==> src/rtl/fbeod_pkg.sv <==
package fbeod_pkg;

    // ==========================================================
    // Dictionary indexes
    localparam logic [15:0] IDX_DEVICE_PROFILE   = 16'h1000;
    localparam logic [15:0] IDX_FAULT_SUMMARY    = 16'h1001;
    localparam logic [15:0] IDX_ERROR_HISTORY    = 16'h1003;
    localparam logic [15:0] IDX_SYNC_IDENTIFIER  = 16'h1005;
    localparam logic [15:0] IDX_DEVICE_NAME      = 16'h1008;
    localparam logic [15:0] IDX_HW_VERSION       = 16'h1009;

    // ==========================================================
    // Field positions and reset values
    localparam int          GENERIC_ERROR_BIT    = 0;
    localparam int          HISTORY_DEPTH        = 255;
    localparam logic [7:0]  HISTORY_LAST_SUB     = 8'hFF;
    localparam logic [31:0] SYNC_ID_RESET        = 32'h0000_0080;
    localparam logic [15:0] PROFILE_NUMBER       = 16'h0192;
    localparam logic [15:0] PROFILE_OPTIONS      = 16'h0000;
    // Arbitrary neutral identification strings
    localparam logic [31:0] DEVICE_NAME_TEXT     = 32'h4452_5631;
    localparam logic [31:0] HW_VERSION_TEXT      = 32'h4857_3031;

    // ==========================================================
    // Fault sources and their history codes
    localparam int          FAULT_COUNT          = 26;
    localparam logic [15:0] FAULT_CODES [FAULT_COUNT] = '{
        16'h3210, 16'h3220, 16'h3221, 16'h4210, 16'h4280, 16'h4310,
        16'h4410, 16'h5481, 16'h6301, 16'h5441, 16'h5442, 16'h5443,
        16'h5444, 16'h5445, 16'hFF0D, 16'hFF0E, 16'h5200, 16'h5300,
        16'h5530, 16'h7180, 16'h7305, 16'h8321, 16'hFF3B, 16'hFF07,
        16'hFF08, 16'hFF01
    };
    localparam int          PG_FIRST             = 19;
    localparam int          PG_LAST              = 21;

    // ==========================================================
    // Access request / answer
    typedef enum logic [1:0] {
        FBEOD_ACK_OK     = 2'b00,
        FBEOD_ACK_NOOBJ  = 2'b01,
        FBEOD_ACK_RDONLY = 2'b10,
        FBEOD_ACK_RANGE  = 2'b11
    } fbeod_ack_t;

    typedef struct packed {
        logic        valid;
        logic        write;
        logic [15:0] index;
        logic [7:0]  subindex;
        logic [31:0] wdata;
        logic        pdo_map;
    } fbeod_req_t;

    typedef struct packed {
        logic        valid;
        fbeod_ack_t  status;
        logic [31:0] rdata;
    } fbeod_rsp_t;

endpackage

==> src/rtl/fbeod_dictionary.sv <==
`timescale 1ns/100ps
// Behaviour
// - A read-only 32-bit device type word holds the profile in its low half and options above.
// - The read-only error summary byte has bit 0 set whenever any fault is active, counting feedback faults only with encoder feedback.
// - History subindex 0 reads the number of recorded errors.
// - Subindexes 1..FF hold recorded codes, newest always at subindex 1.
// - Only faults announced by an emergency message enter the history.
// - Writing zero to history subindex 0 clears the whole history.
// - DC bus faults use codes 3210, 3220 and 3221.
// - Thermal faults use 4210 or 4280, 4310 and 4410.
// - An option unit fault is 5481 and an object content selection failure is 6301.
// - External faults on inputs 3 to 7 are 5441..5445, on inputs 1 and 2 FF0D and FF0E.
// - Control supply undervoltage is 5200, panel loss 5300, memory error 5530.
// - With encoder feedback, overspeed is 7180, feedback loss 7305, deviation 8321.
// - Vendor alarms use FF-prefixed codes such as FF3B, FF07 and FF08.
// - A 32-bit read/write entry sets the SYNC identifier and whether this node produces it.
// - Device name and hardware version are read-only strings that may not be mapped.
module fbeod_dictionary #(
    parameter int DEPTH = fbeod_pkg::HISTORY_DEPTH,
    parameter int N     = fbeod_pkg::FAULT_COUNT
) (
    input  wire logic                 clock_in,
    input  wire logic                 arst_n_in,
    input  wire fbeod_pkg::fbeod_req_t req_in,
    output fbeod_pkg::fbeod_rsp_t     rsp_out,
    input  wire logic [N-1:0]         fault_active_in,
    input  wire logic [N-1:0]         fault_announced_in,
    input  wire logic                 encoder_vf_mode_in,
    output logic                      fault_taken_out,
    output logic [31:0]               sync_identifier_out,
    output logic                      sync_producer_out,
    output logic [7:0]                error_count_out
);

    // ==========================================================
    // State
    typedef struct packed {
        logic [7:0]          count;
        logic [31:0]         sync_id;
        fbeod_pkg::fbeod_rsp_t rsp;
        logic [N-1:0]        logged;
    } fbeod_state_t;

    fbeod_state_t state;
    fbeod_state_t next_state;

    // History storage lives outside the struct: a 255-word array
    logic [15:0] history [DEPTH];

    logic [N-1:0] gate_mask;
    logic [N-1:0] new_fault;
    logic         found;
    logic [15:0]  new_code;
    logic [N-1:0] taken;
    logic         any_fault;
    logic         clear_req;
    logic [7:0]   sub;

    // ==========================================================
    // Fault capture
    always_comb begin
        gate_mask = '1;
        if (!encoder_vf_mode_in) begin
            for (int i = fbeod_pkg::PG_FIRST; i <= fbeod_pkg::PG_LAST; i++) begin
                gate_mask[i] = 1'b0;
            end
        end
    end

    // A fault is logged once per rising: it must be active, announced, not yet logged
    assign new_fault = fault_active_in & fault_announced_in & gate_mask & ~state.logged;
    assign any_fault = |(fault_active_in & gate_mask);

    fbeod_fault_encoder #(
        .N (N)
    ) u_encoder (
        .new_fault_in (new_fault),
        .found_out    (found),
        .code_out     (new_code),
        .taken_out    (taken)
    );

    assign sub       = req_in.subindex;
    assign clear_req = req_in.valid && req_in.write && req_in.index == fbeod_pkg::IDX_ERROR_HISTORY
                       && sub == 8'h00 && req_in.wdata == 32'h0000_0000
                       && !req_in.pdo_map;  // A refused mapping request must not clear

    // ==========================================================
    // Next state and answers
    always_comb begin
        next_state = state;
        next_state.rsp.valid  = 1'b0;
        next_state.rsp.status = fbeod_pkg::FBEOD_ACK_OK;
        next_state.rsp.rdata  = 32'h0000_0000;
        // Clear the logged mark when a fault goes away so a repeat logs again
        next_state.logged = (state.logged & fault_active_in) | taken;

        if (clear_req) begin
            next_state.count = 8'h00;
        end else if (found && state.count != fbeod_pkg::HISTORY_LAST_SUB) begin
            next_state.count = state.count + 8'h01;
        end

        if (req_in.valid) begin
            next_state.rsp.valid = 1'b1;
            if (req_in.pdo_map && req_in.index != fbeod_pkg::IDX_FAULT_SUMMARY) begin
                next_state.rsp.status = fbeod_pkg::FBEOD_ACK_RANGE;
            end else begin
                case (req_in.index)
                    fbeod_pkg::IDX_DEVICE_PROFILE: begin
                        if (req_in.write) begin
                            next_state.rsp.status = fbeod_pkg::FBEOD_ACK_RDONLY;
                        end else begin
                            next_state.rsp.rdata = {fbeod_pkg::PROFILE_OPTIONS,
                                                    fbeod_pkg::PROFILE_NUMBER};
                        end
                    end
                    fbeod_pkg::IDX_FAULT_SUMMARY: begin
                        if (req_in.write) begin
                            next_state.rsp.status = fbeod_pkg::FBEOD_ACK_RDONLY;
                        end else begin
                            next_state.rsp.rdata[fbeod_pkg::GENERIC_ERROR_BIT] = any_fault;
                        end
                    end
                    fbeod_pkg::IDX_ERROR_HISTORY: begin
                        if (sub == 8'h00) begin
                            if (req_in.write && req_in.wdata != 32'h0000_0000) begin
                                // Only zero is a legal write to the count
                                next_state.rsp.status = fbeod_pkg::FBEOD_ACK_RANGE;
                            end else if (!req_in.write) begin
                                next_state.rsp.rdata = {24'h000000, state.count};
                            end
                        end else if (req_in.write) begin
                            next_state.rsp.status = fbeod_pkg::FBEOD_ACK_RDONLY;
                        end else if (sub > state.count) begin
                            next_state.rsp.status = fbeod_pkg::FBEOD_ACK_NOOBJ;
                        end else begin
                            next_state.rsp.rdata = {16'h0000, history[sub - 8'h01]};
                        end
                    end
                    fbeod_pkg::IDX_SYNC_IDENTIFIER: begin
                        if (req_in.write) begin
                            next_state.sync_id = req_in.wdata;
                        end else begin
                            next_state.rsp.rdata = state.sync_id;
                        end
                    end
                    fbeod_pkg::IDX_DEVICE_NAME: begin
                        if (req_in.write) begin
                            next_state.rsp.status = fbeod_pkg::FBEOD_ACK_RDONLY;
                        end else begin
                            next_state.rsp.rdata = fbeod_pkg::DEVICE_NAME_TEXT;
                        end
                    end
                    fbeod_pkg::IDX_HW_VERSION: begin
                        if (req_in.write) begin
                            next_state.rsp.status = fbeod_pkg::FBEOD_ACK_RDONLY;
                        end else begin
                            next_state.rsp.rdata = fbeod_pkg::HW_VERSION_TEXT;
                        end
                    end
                    default: begin
                        next_state.rsp.status = fbeod_pkg::FBEOD_ACK_NOOBJ;
                    end
                endcase
            end
        end
    end

    // ==========================================================
    // Registers
    always_ff @(posedge clock_in or negedge arst_n_in) begin
        if (!arst_n_in) begin
            state.count   <= 8'h00;
            state.sync_id <= fbeod_pkg::SYNC_ID_RESET;
            state.rsp     <= '0;
            state.logged  <= '0;
        end else begin
            state <= next_state;
        end
    end

    // Shift register, no reset: stale words are hidden by the count
    always_ff @(posedge clock_in) begin
        if (found && !clear_req) begin
            history[0] <= new_code;
            for (int i = 1; i < DEPTH; i++) begin
                history[i] <= history[i - 1];
            end
        end
    end

    // ==========================================================
    // Outputs
    assign rsp_out             = state.rsp;
    assign fault_taken_out     = found;
    assign sync_identifier_out = state.sync_id;
    assign sync_producer_out   = state.sync_id[30];
    assign error_count_out     = state.count;

endmodule // fbeod_dictionary

==> src/rtl/fbeod_fault_encoder.sv <==
`timescale 1ns/100ps
// Picks the lowest numbered newly raised fault and its code
module fbeod_fault_encoder #(
    parameter int N = fbeod_pkg::FAULT_COUNT
) (
    input  wire logic [N-1:0] new_fault_in,
    output logic              found_out,
    output logic [15:0]       code_out,
    output logic [N-1:0]      taken_out
);
    always_comb begin
        found_out = 1'b0;
        code_out  = 16'h0000;
        taken_out = '0;
        for (int i = N - 1; i >= 0; i--) begin
            if (new_fault_in[i]) begin
                found_out = 1'b1;
                code_out  = fbeod_pkg::FAULT_CODES[i];
                taken_out = '0;
                taken_out[i] = 1'b1;
            end
        end
    end
endmodule // fbeod_fault_encoder

==> config.mk <==
export PLATFORM = sky130hd
export DESIGN_NAME = fbeod_dictionary
export DESIGN_NICKNAME = d
export VERILOG_FILES = /design/src/rtl/fbeod_pkg.sv /design/src/rtl/fbeod_dictionary.sv /design/src/rtl/fbeod_fault_encoder.sv
export SDC_FILE = /design/constraint.sdc
export NUM_CORES = 2
export LEC_CHECK = 0
export ABC_CLOCK_PERIOD_IN_PS = 233600
export BUFFER_PORTS_ARGS = -buffer_cell sky130_fd_sc_hd__buf_2
export CORE_MARGIN = 5
export CORE_UTILIZATION = 45
export CTS_CLUSTER_SIZE = 8
export DETAILED_ROUTE_END_ITERATION = 6
export GPL_ROUTABILITY_DRIVEN = 0
export PLACE_DENSITY = 0.59
export SYNTH_ARGS = -nofsm -noshare
export SYNTH_HDL_FRONTEND = slang
export SYNTH_HIERARCHICAL = 1
export SYNTH_SLANG_ARGS = --single-unit
==> constraint.sdc <==
create_clock -name clock_in -period 233.6 [get_ports clock_in]
set_clock_uncertainty 0.2 [all_clocks]
set_input_delay 23.36 -clock clock_in [delete_from_list [all_inputs] [get_ports clock_in]]
set_output_delay 23.36 -clock clock_in [all_outputs]
set_load 0.01 [all_outputs]
* Yosys cells after proc, flatten, opt, wreduce, memory -nomap -nowiden
Memory sizes are Yosys's and may differ from the RTL's.
Index checks and enable logic that the tools add are counted.
** Operators by class
- Add/subtract/negate cells :: 2
- Eq/ne operators :: 8
- Reduce and logical (&&, ||, !) cells :: 18
- Bitwise logic cells :: 8
- Magnitude comparators :: 1
- Multiplexer cells :: 103
** Operator list (count)
- 26-bit 2-to-1 mux :: 26
- 16-bit 2-to-1 mux :: 28
- 31-bit case mux with 5 select lines :: 1
- 26-bit bitwise AND :: 5
- 16-bit by 13-bit == test with 1-bit output, second input constant :: 6
- 32-bit 2-to-1 mux :: 2
- 31-bit 2-to-1 mux :: 2
- 35-bit 2-to-1 mux :: 1
- 34-bit 2-to-1 mux :: 1
- 32-bit logical NOT :: 1
- 8-bit 2-to-1 mux :: 4
- 32-bit nonzero test :: 1
- 1-bit 2-to-1 mux :: 30
- 26-bit NOT :: 1
- 26-bit bitwise OR :: 1
- 26-bit OR reduction :: 1
- 16-bit by 13-bit inequality test with 1-bit output, second input constant :: 1
- 1-bit logical AND :: 9
- 9-bit 2-to-1 mux :: 1
- 8-bit by 1-bit adder with 8-bit output, second input constant :: 1
- 8-bit > comparator :: 1
- 8-bit logical NOT :: 1
- 2-bit 2-to-1 mux :: 4
- 8-bit inequality test, second input constant :: 1
- 9 further kinds :: 10
** Word-level totals
- Memory bits (writable) :: 4080
- Output and inout port bits :: 77
- Flip-flop bits (word level) :: 101
- Bits of input ports :: 114
- Logic and storage cells :: 147
- Memories kept :: 1
** Memories
- history :: depth 255, width 16, read ports 255, clocked after memory_dff 0, write ports 255, RTL line fbeod_dictionary.sv:48 : logic [15:0] history [DEPTH];

* Depth between registers and ports, before layout
- Word-level depth :: 32
- Depth in mapped cells :: 19
- Mapped depth without buffers :: 11

* Cells and area by module
Netlist, hierarchy kept.
** Modules (own cells, without submodules)
- fbeod_dictionary :: area each 161230.9 sq um, times used 1, seq. area each 125046.2 sq um, cells an instance 7126
- fbeod_fault_encoder :: area each 882.1 sq um, times used 1, seq. area each 0.0 sq um, cells an instance 146

* Worst setup path before layout
No wires, ideal clock.
- Path type :: input port to flip-flop
- Start point :: in req_in[33] in the netlist's numbering
- End point :: mem history[0][0] (enable)
- Data arrival time :: 202.101 ns
- Required time :: 224.312 ns
- Cell stages on the path :: 11
- Path slack :: 22.211 ns
- Cells stage by stage :: buf_2 -> buf_4 -> buf_4 -> buf_4 -> inv_2 -> ha_1 -> and4b_1 -> and2_1 -> and3_1 -> clkbuf_1 -> nor2b_1
** RTL lines
- start: declaration :: RTL line fbeod_dictionary.sv:24 : input wire fbeod_pkg::fbeod_req_t req_in,
- end: declaration :: RTL line fbeod_dictionary.sv:48

* Worst setup path after layout
- Start point :: in fault_active_in[2]
- End point :: out fault_taken_out
** Between the ends
- Cells in the longest elaborated chain, start to end :: 6
** Ends and longest elaborated chain
- start: declaration :: RTL line fbeod_dictionary.sv:26 : input wire logic [N-1:0] fault_active_in,
- 26-bit bitwise AND (3 in a row) :: RTL line fbeod_dictionary.sv:71 : assign new_fault = fault_active_in & fault_announced_in & gate_mask & ~state.logged;
- net new_fault[2] :: RTL line fbeod_dictionary.sv:51 : logic [N-1:0] new_fault;
- 1-bit 2-to-1 mux (3 in a row) :: RTL line fbeod_fault_encoder.sv:16 : if (new_fault_in[i]) begin
- end: declaration :: RTL line fbeod_dictionary.sv:29 : output logic fault_taken_out,
The timed path passes the listed nets, and every way through them passes these cells.

==> summary by stage <==
STA
The total count of hold-check failures in the final report came to 0. The sum of negative setup slack is 0 ps. Counting I/O delays and the setup requirement, the final critical path takes 49,310 ps. The portion of the clock cycle consumed by the worst path in the final layout is 21.11%. Across all hold checks on the routed design, the worst slack comes to 198.7 ps. Setup repair after global routing left no endpoint under its margin. Headroom to the max-slew limit came out at 15.58%. The maximum clock frequency is 20.28 MHz. Setup violations remaining at the end of the flow were counted as 0.

The number of max-slew violations in the final report was 0. The actual transition at the worst max-transition pin is 1247 ps.

Die
The region available for standard cell placement spans 0.3589 mm². Once the floorplan was initialized, standard cells occupied 45.16% of the core. Row generation in the floorplan step produced 220 rows. The die height is 610.2 µm. 191 I/O pins were placed. The die span in x is 610.2 µm.

The floorplan step defined a die boundary enclosing 0.3724 mm².

Synthesis
The net count after synthesis is 7,397. Synthesis inferred 4,181 register bits. In the post-synthesis netlist, the biggest area contributors are edfxtp_1 76%, mux4_2 15%, dfrtp_1 1.5%.

The cell type contributing the most total cell area after synthesis is edfxtp_1. For this run, the leading register cell type out of synthesis is edfxtp_1. The number of enable-type register cells in the synthesized netlist is 4,080.

The proportion of synthesized flip-flops having asynchronous set or reset is 2.416%. For this run, the number of Yosys warnings is 6. The distinct cell type count after synthesis is 87. Summing the sequential cell areas from Yosys gives 77.14% of the chip area.

Counting every instance in the synthesized netlist gives 7,272. A synthesized cell averages 22.29 µm². After synthesis, the largest area contributor takes up 75.58% of total cell area.

After synthesis the cells add up to 0.1621 mm².

Power and ir drop
The power per cell area is 10.29 mW/mm². The proportion of power drawn by the clock network is 40.1%. The part of the power in registers is 53.2%. The total power of the final layout is 1892 µW. The worst-case IR drop observed on VDD is 0.007890 mV.

Net switching is 21.97% of the power. The design internal power is 1476 µW. For this design the static power due to leakage is 0.07033 µW. The combinational fraction of design power is 6.7%. The analysis attributes to net switching a power of 415.7 µW.

Setup path
The arrival time of data at the critical path endpoint is 25,750 ps. Across all register-to-register paths, the minimum setup slack is 224,930 ps. The maximum net fanout on the critical path is 8. The critical path class is in -> out. The startpoint identified for the worst register-to-register timing path is state[7]$_DFF_PN0_. The nature of the critical path startpoint is an input port.

The endpoint kind of the worst setup timing path is an output port. For the worst setup path, the data required time is 210,040 ps. Tracing the worst setup path back leads to its startpoint at fault_active_in[2].

Drt
Wires add up to 333,700 µm. The detailed router finished its first iteration with 7,526 violations. Using the TritonRoute via totals, the vias-per-cell ratio works out to 5.886. For this run, the detailed router's first-pass iteration total came to 7. The final route contains 74,340 vias. The residual DRC count is 0. The average detailed-routed wire length per instance is 26.42 µm.

The residual antenna-violating net count after detailed routing is 0.

Clocking
The later pin in the worst-skew pair is clocked with a latency of 1000 ps. The clock passes through at most 4 buffers. Buffers inserted to repair hold after CTS numbered 0. The number of buffers created by CTS is 593. The register clock-pin slew on the reported worst setup and hold paths is 50 ps. Gates resized during post-CTS repair numbered 0. The root buffer cell is clkbuf_16. TritonCTS built the clock tree. The number of setup buffers added after CTS is 0. The number of sinks handled by clock tree synthesis is 4,181. The H-tree was split into 6 levels.

GRT
The first global-routing pass estimated 506,000 µm of wire. The initial antenna violation count was 14. Entering global routing, the biggest net connects 211 pins.

Global routing finished with a remaining overflow of 0. The number of global-route vias before repair is 79,080. Global routing used 17.58% of the available tracks.

Finish
The final core utilization is 51.23%. After the last flow step, the layout net total stands at 7,877. The area growth from synthesis to layout is 13.43%. The post-route netlist has 27.72% of its cells at a drive strength greater than 1.

Min path
The beginning of the worst hold path is history[51][5]$_DFFE_PP_. The type of the worst min-delay path is reg -> reg.

Place
The count of input and output buffers is 190. The wire-length estimate of the detail-placed layout is 188,800 µm.

Run
The reported max-cap violation count is 0.

Run status
The flow ran to the end, and the final reports show no timing, DRC or antenna violations.
-- cells in the mapped netlist, types with 34 or more instances --
master,n
a211oi_1,43
a21oi_1,98
a31oi_1,44
a32oi_1,44
buf_2,89
buf_4,160
clkbuf_1,143
dfrtp_1,100
edfxtp_1,4080
mux2_2,34
mux2i_1,135
mux4_2,1100
nand2_1,450
nand3_1,104
nor2_1,78
o21ai_0,39
-- placed cells by master, fill, tap and decap left out, types with 17 or more instances in the layout --
cell type / count
mux4_2: 1100
a21oi_1: 96
clkbuf_1: 40
o22ai_1: 23
nor2_1: 73
nand3_1: 104
nor3_1: 30
mux2i_1: 135
nand4_1: 21
buf_2: 188
a21o_1: 30
inv_1: 18
o21ai_0: 36
buf_12: 20
and3_1: 33
a211oi_1: 43
edfxtp_1: 4080
nand2b_1: 17
dfrtp_1: 100
nand2_1: 450
a31oi_1: 43
mux2_2: 34
a311oi_1: 22
and3b_1: 24
clkbuf_16: 602
a32oi_1: 44
nor4_1: 31
buf_4: 135
inv_6: 18
-- layer usage --
layer | part of all wire (%) | vias up | wire length [µm] | track usage, %
met1 | 44 | 40140 | 146100 | 25.45
li1 | - | 31440 | - | -
met4 | 2.4 | 4 | 8102 | 4.890
met5 | 0.0087 | - | 29 | 0
met3 | 5.4 | 529 | 17960 | 2.741
met2 | 48 | 2230 | 161500 | 28.11
-- cell type report --
| type | instances | area (µm²) |
|---|---|---|
| antenna | 6 | 15.01 |
| clock buffer | 642 | 15210 |
| clock inverter | 51 | 823.3 |
| fill | 27930 | 175100 |
| inverter | 19 | 71.32 |
| multi-input combinational | 2614 | 34380 |
| sequential | 4181 | 125000 |
| tap | 4773 | 5972 |
| timing repair buffer | 343 | 2355 |
-- through the flow --
stage	area, µm²	cells	setup slack, ps
floorplan	162100	7272	22210
global placement	167800	11930	184590
detailed placement	167800	11930	184360
CTS	183900	12620	184350
global route	183900	12630	184180
finish	183900	12630	184290
-- power groups by stage --
stage,combinational (µW),sequential [µW],clock (µW)
6_report,127,1010,758
5_1_grt,135,1020,815
4_1_cts,129,1010,780
3_5_place_dp,129,1020,0
3_3_place_gp,128,1010,0
2_1_floorplan,94.0,1000,0
-- worst max-delay path: stages --
cell and delay, ps:
buf_2 110, and3b_1 220, nor3_1 490, nand3_1 420
nor3_1 440, nand3_1 410, buf_2 290
-- kinds of logic (layout without fill, tap and decap cells) --
group,Yosys count,count (layout),share of synthesized area [%]
flip-flops,4181,4181,77.14
other,0,6,0
XOR/XNOR,16,16,0.09107
AO/OA/AOI/OAI,435,435,1.872
AND/OR/NAND/NOR,876,876,2.583
multiplexers,1276,1276,16.46
adder cells (fa/ha/maj),11,11,0.08490
buffers and inverters,477,1055,1.768
-- path summary, 6_finish.rpt --
check,to,depth (start not counted)
worst max-delay path,fault_taken_out,7
worst min-delay path,history[52][5]$_DFFE_PP_,0
worst max register to register,history[211][12]$_DFFE_PP_,12
worst min register to register,history[52][5]$_DFFE_PP_,0
max in group asynchronous,state[10]$_DFF_PN0_,2
min in group asynchronous,rsp_out[34]$_DFF_PN0_,1
-- state kept, by name, indices dropped and copies added, names as in the netlist --
signal,count
error_count_out,8
rsp_out,35
history,4080
state,26
sync_identifier_out,32
Power figures use the tool's default switching activity.
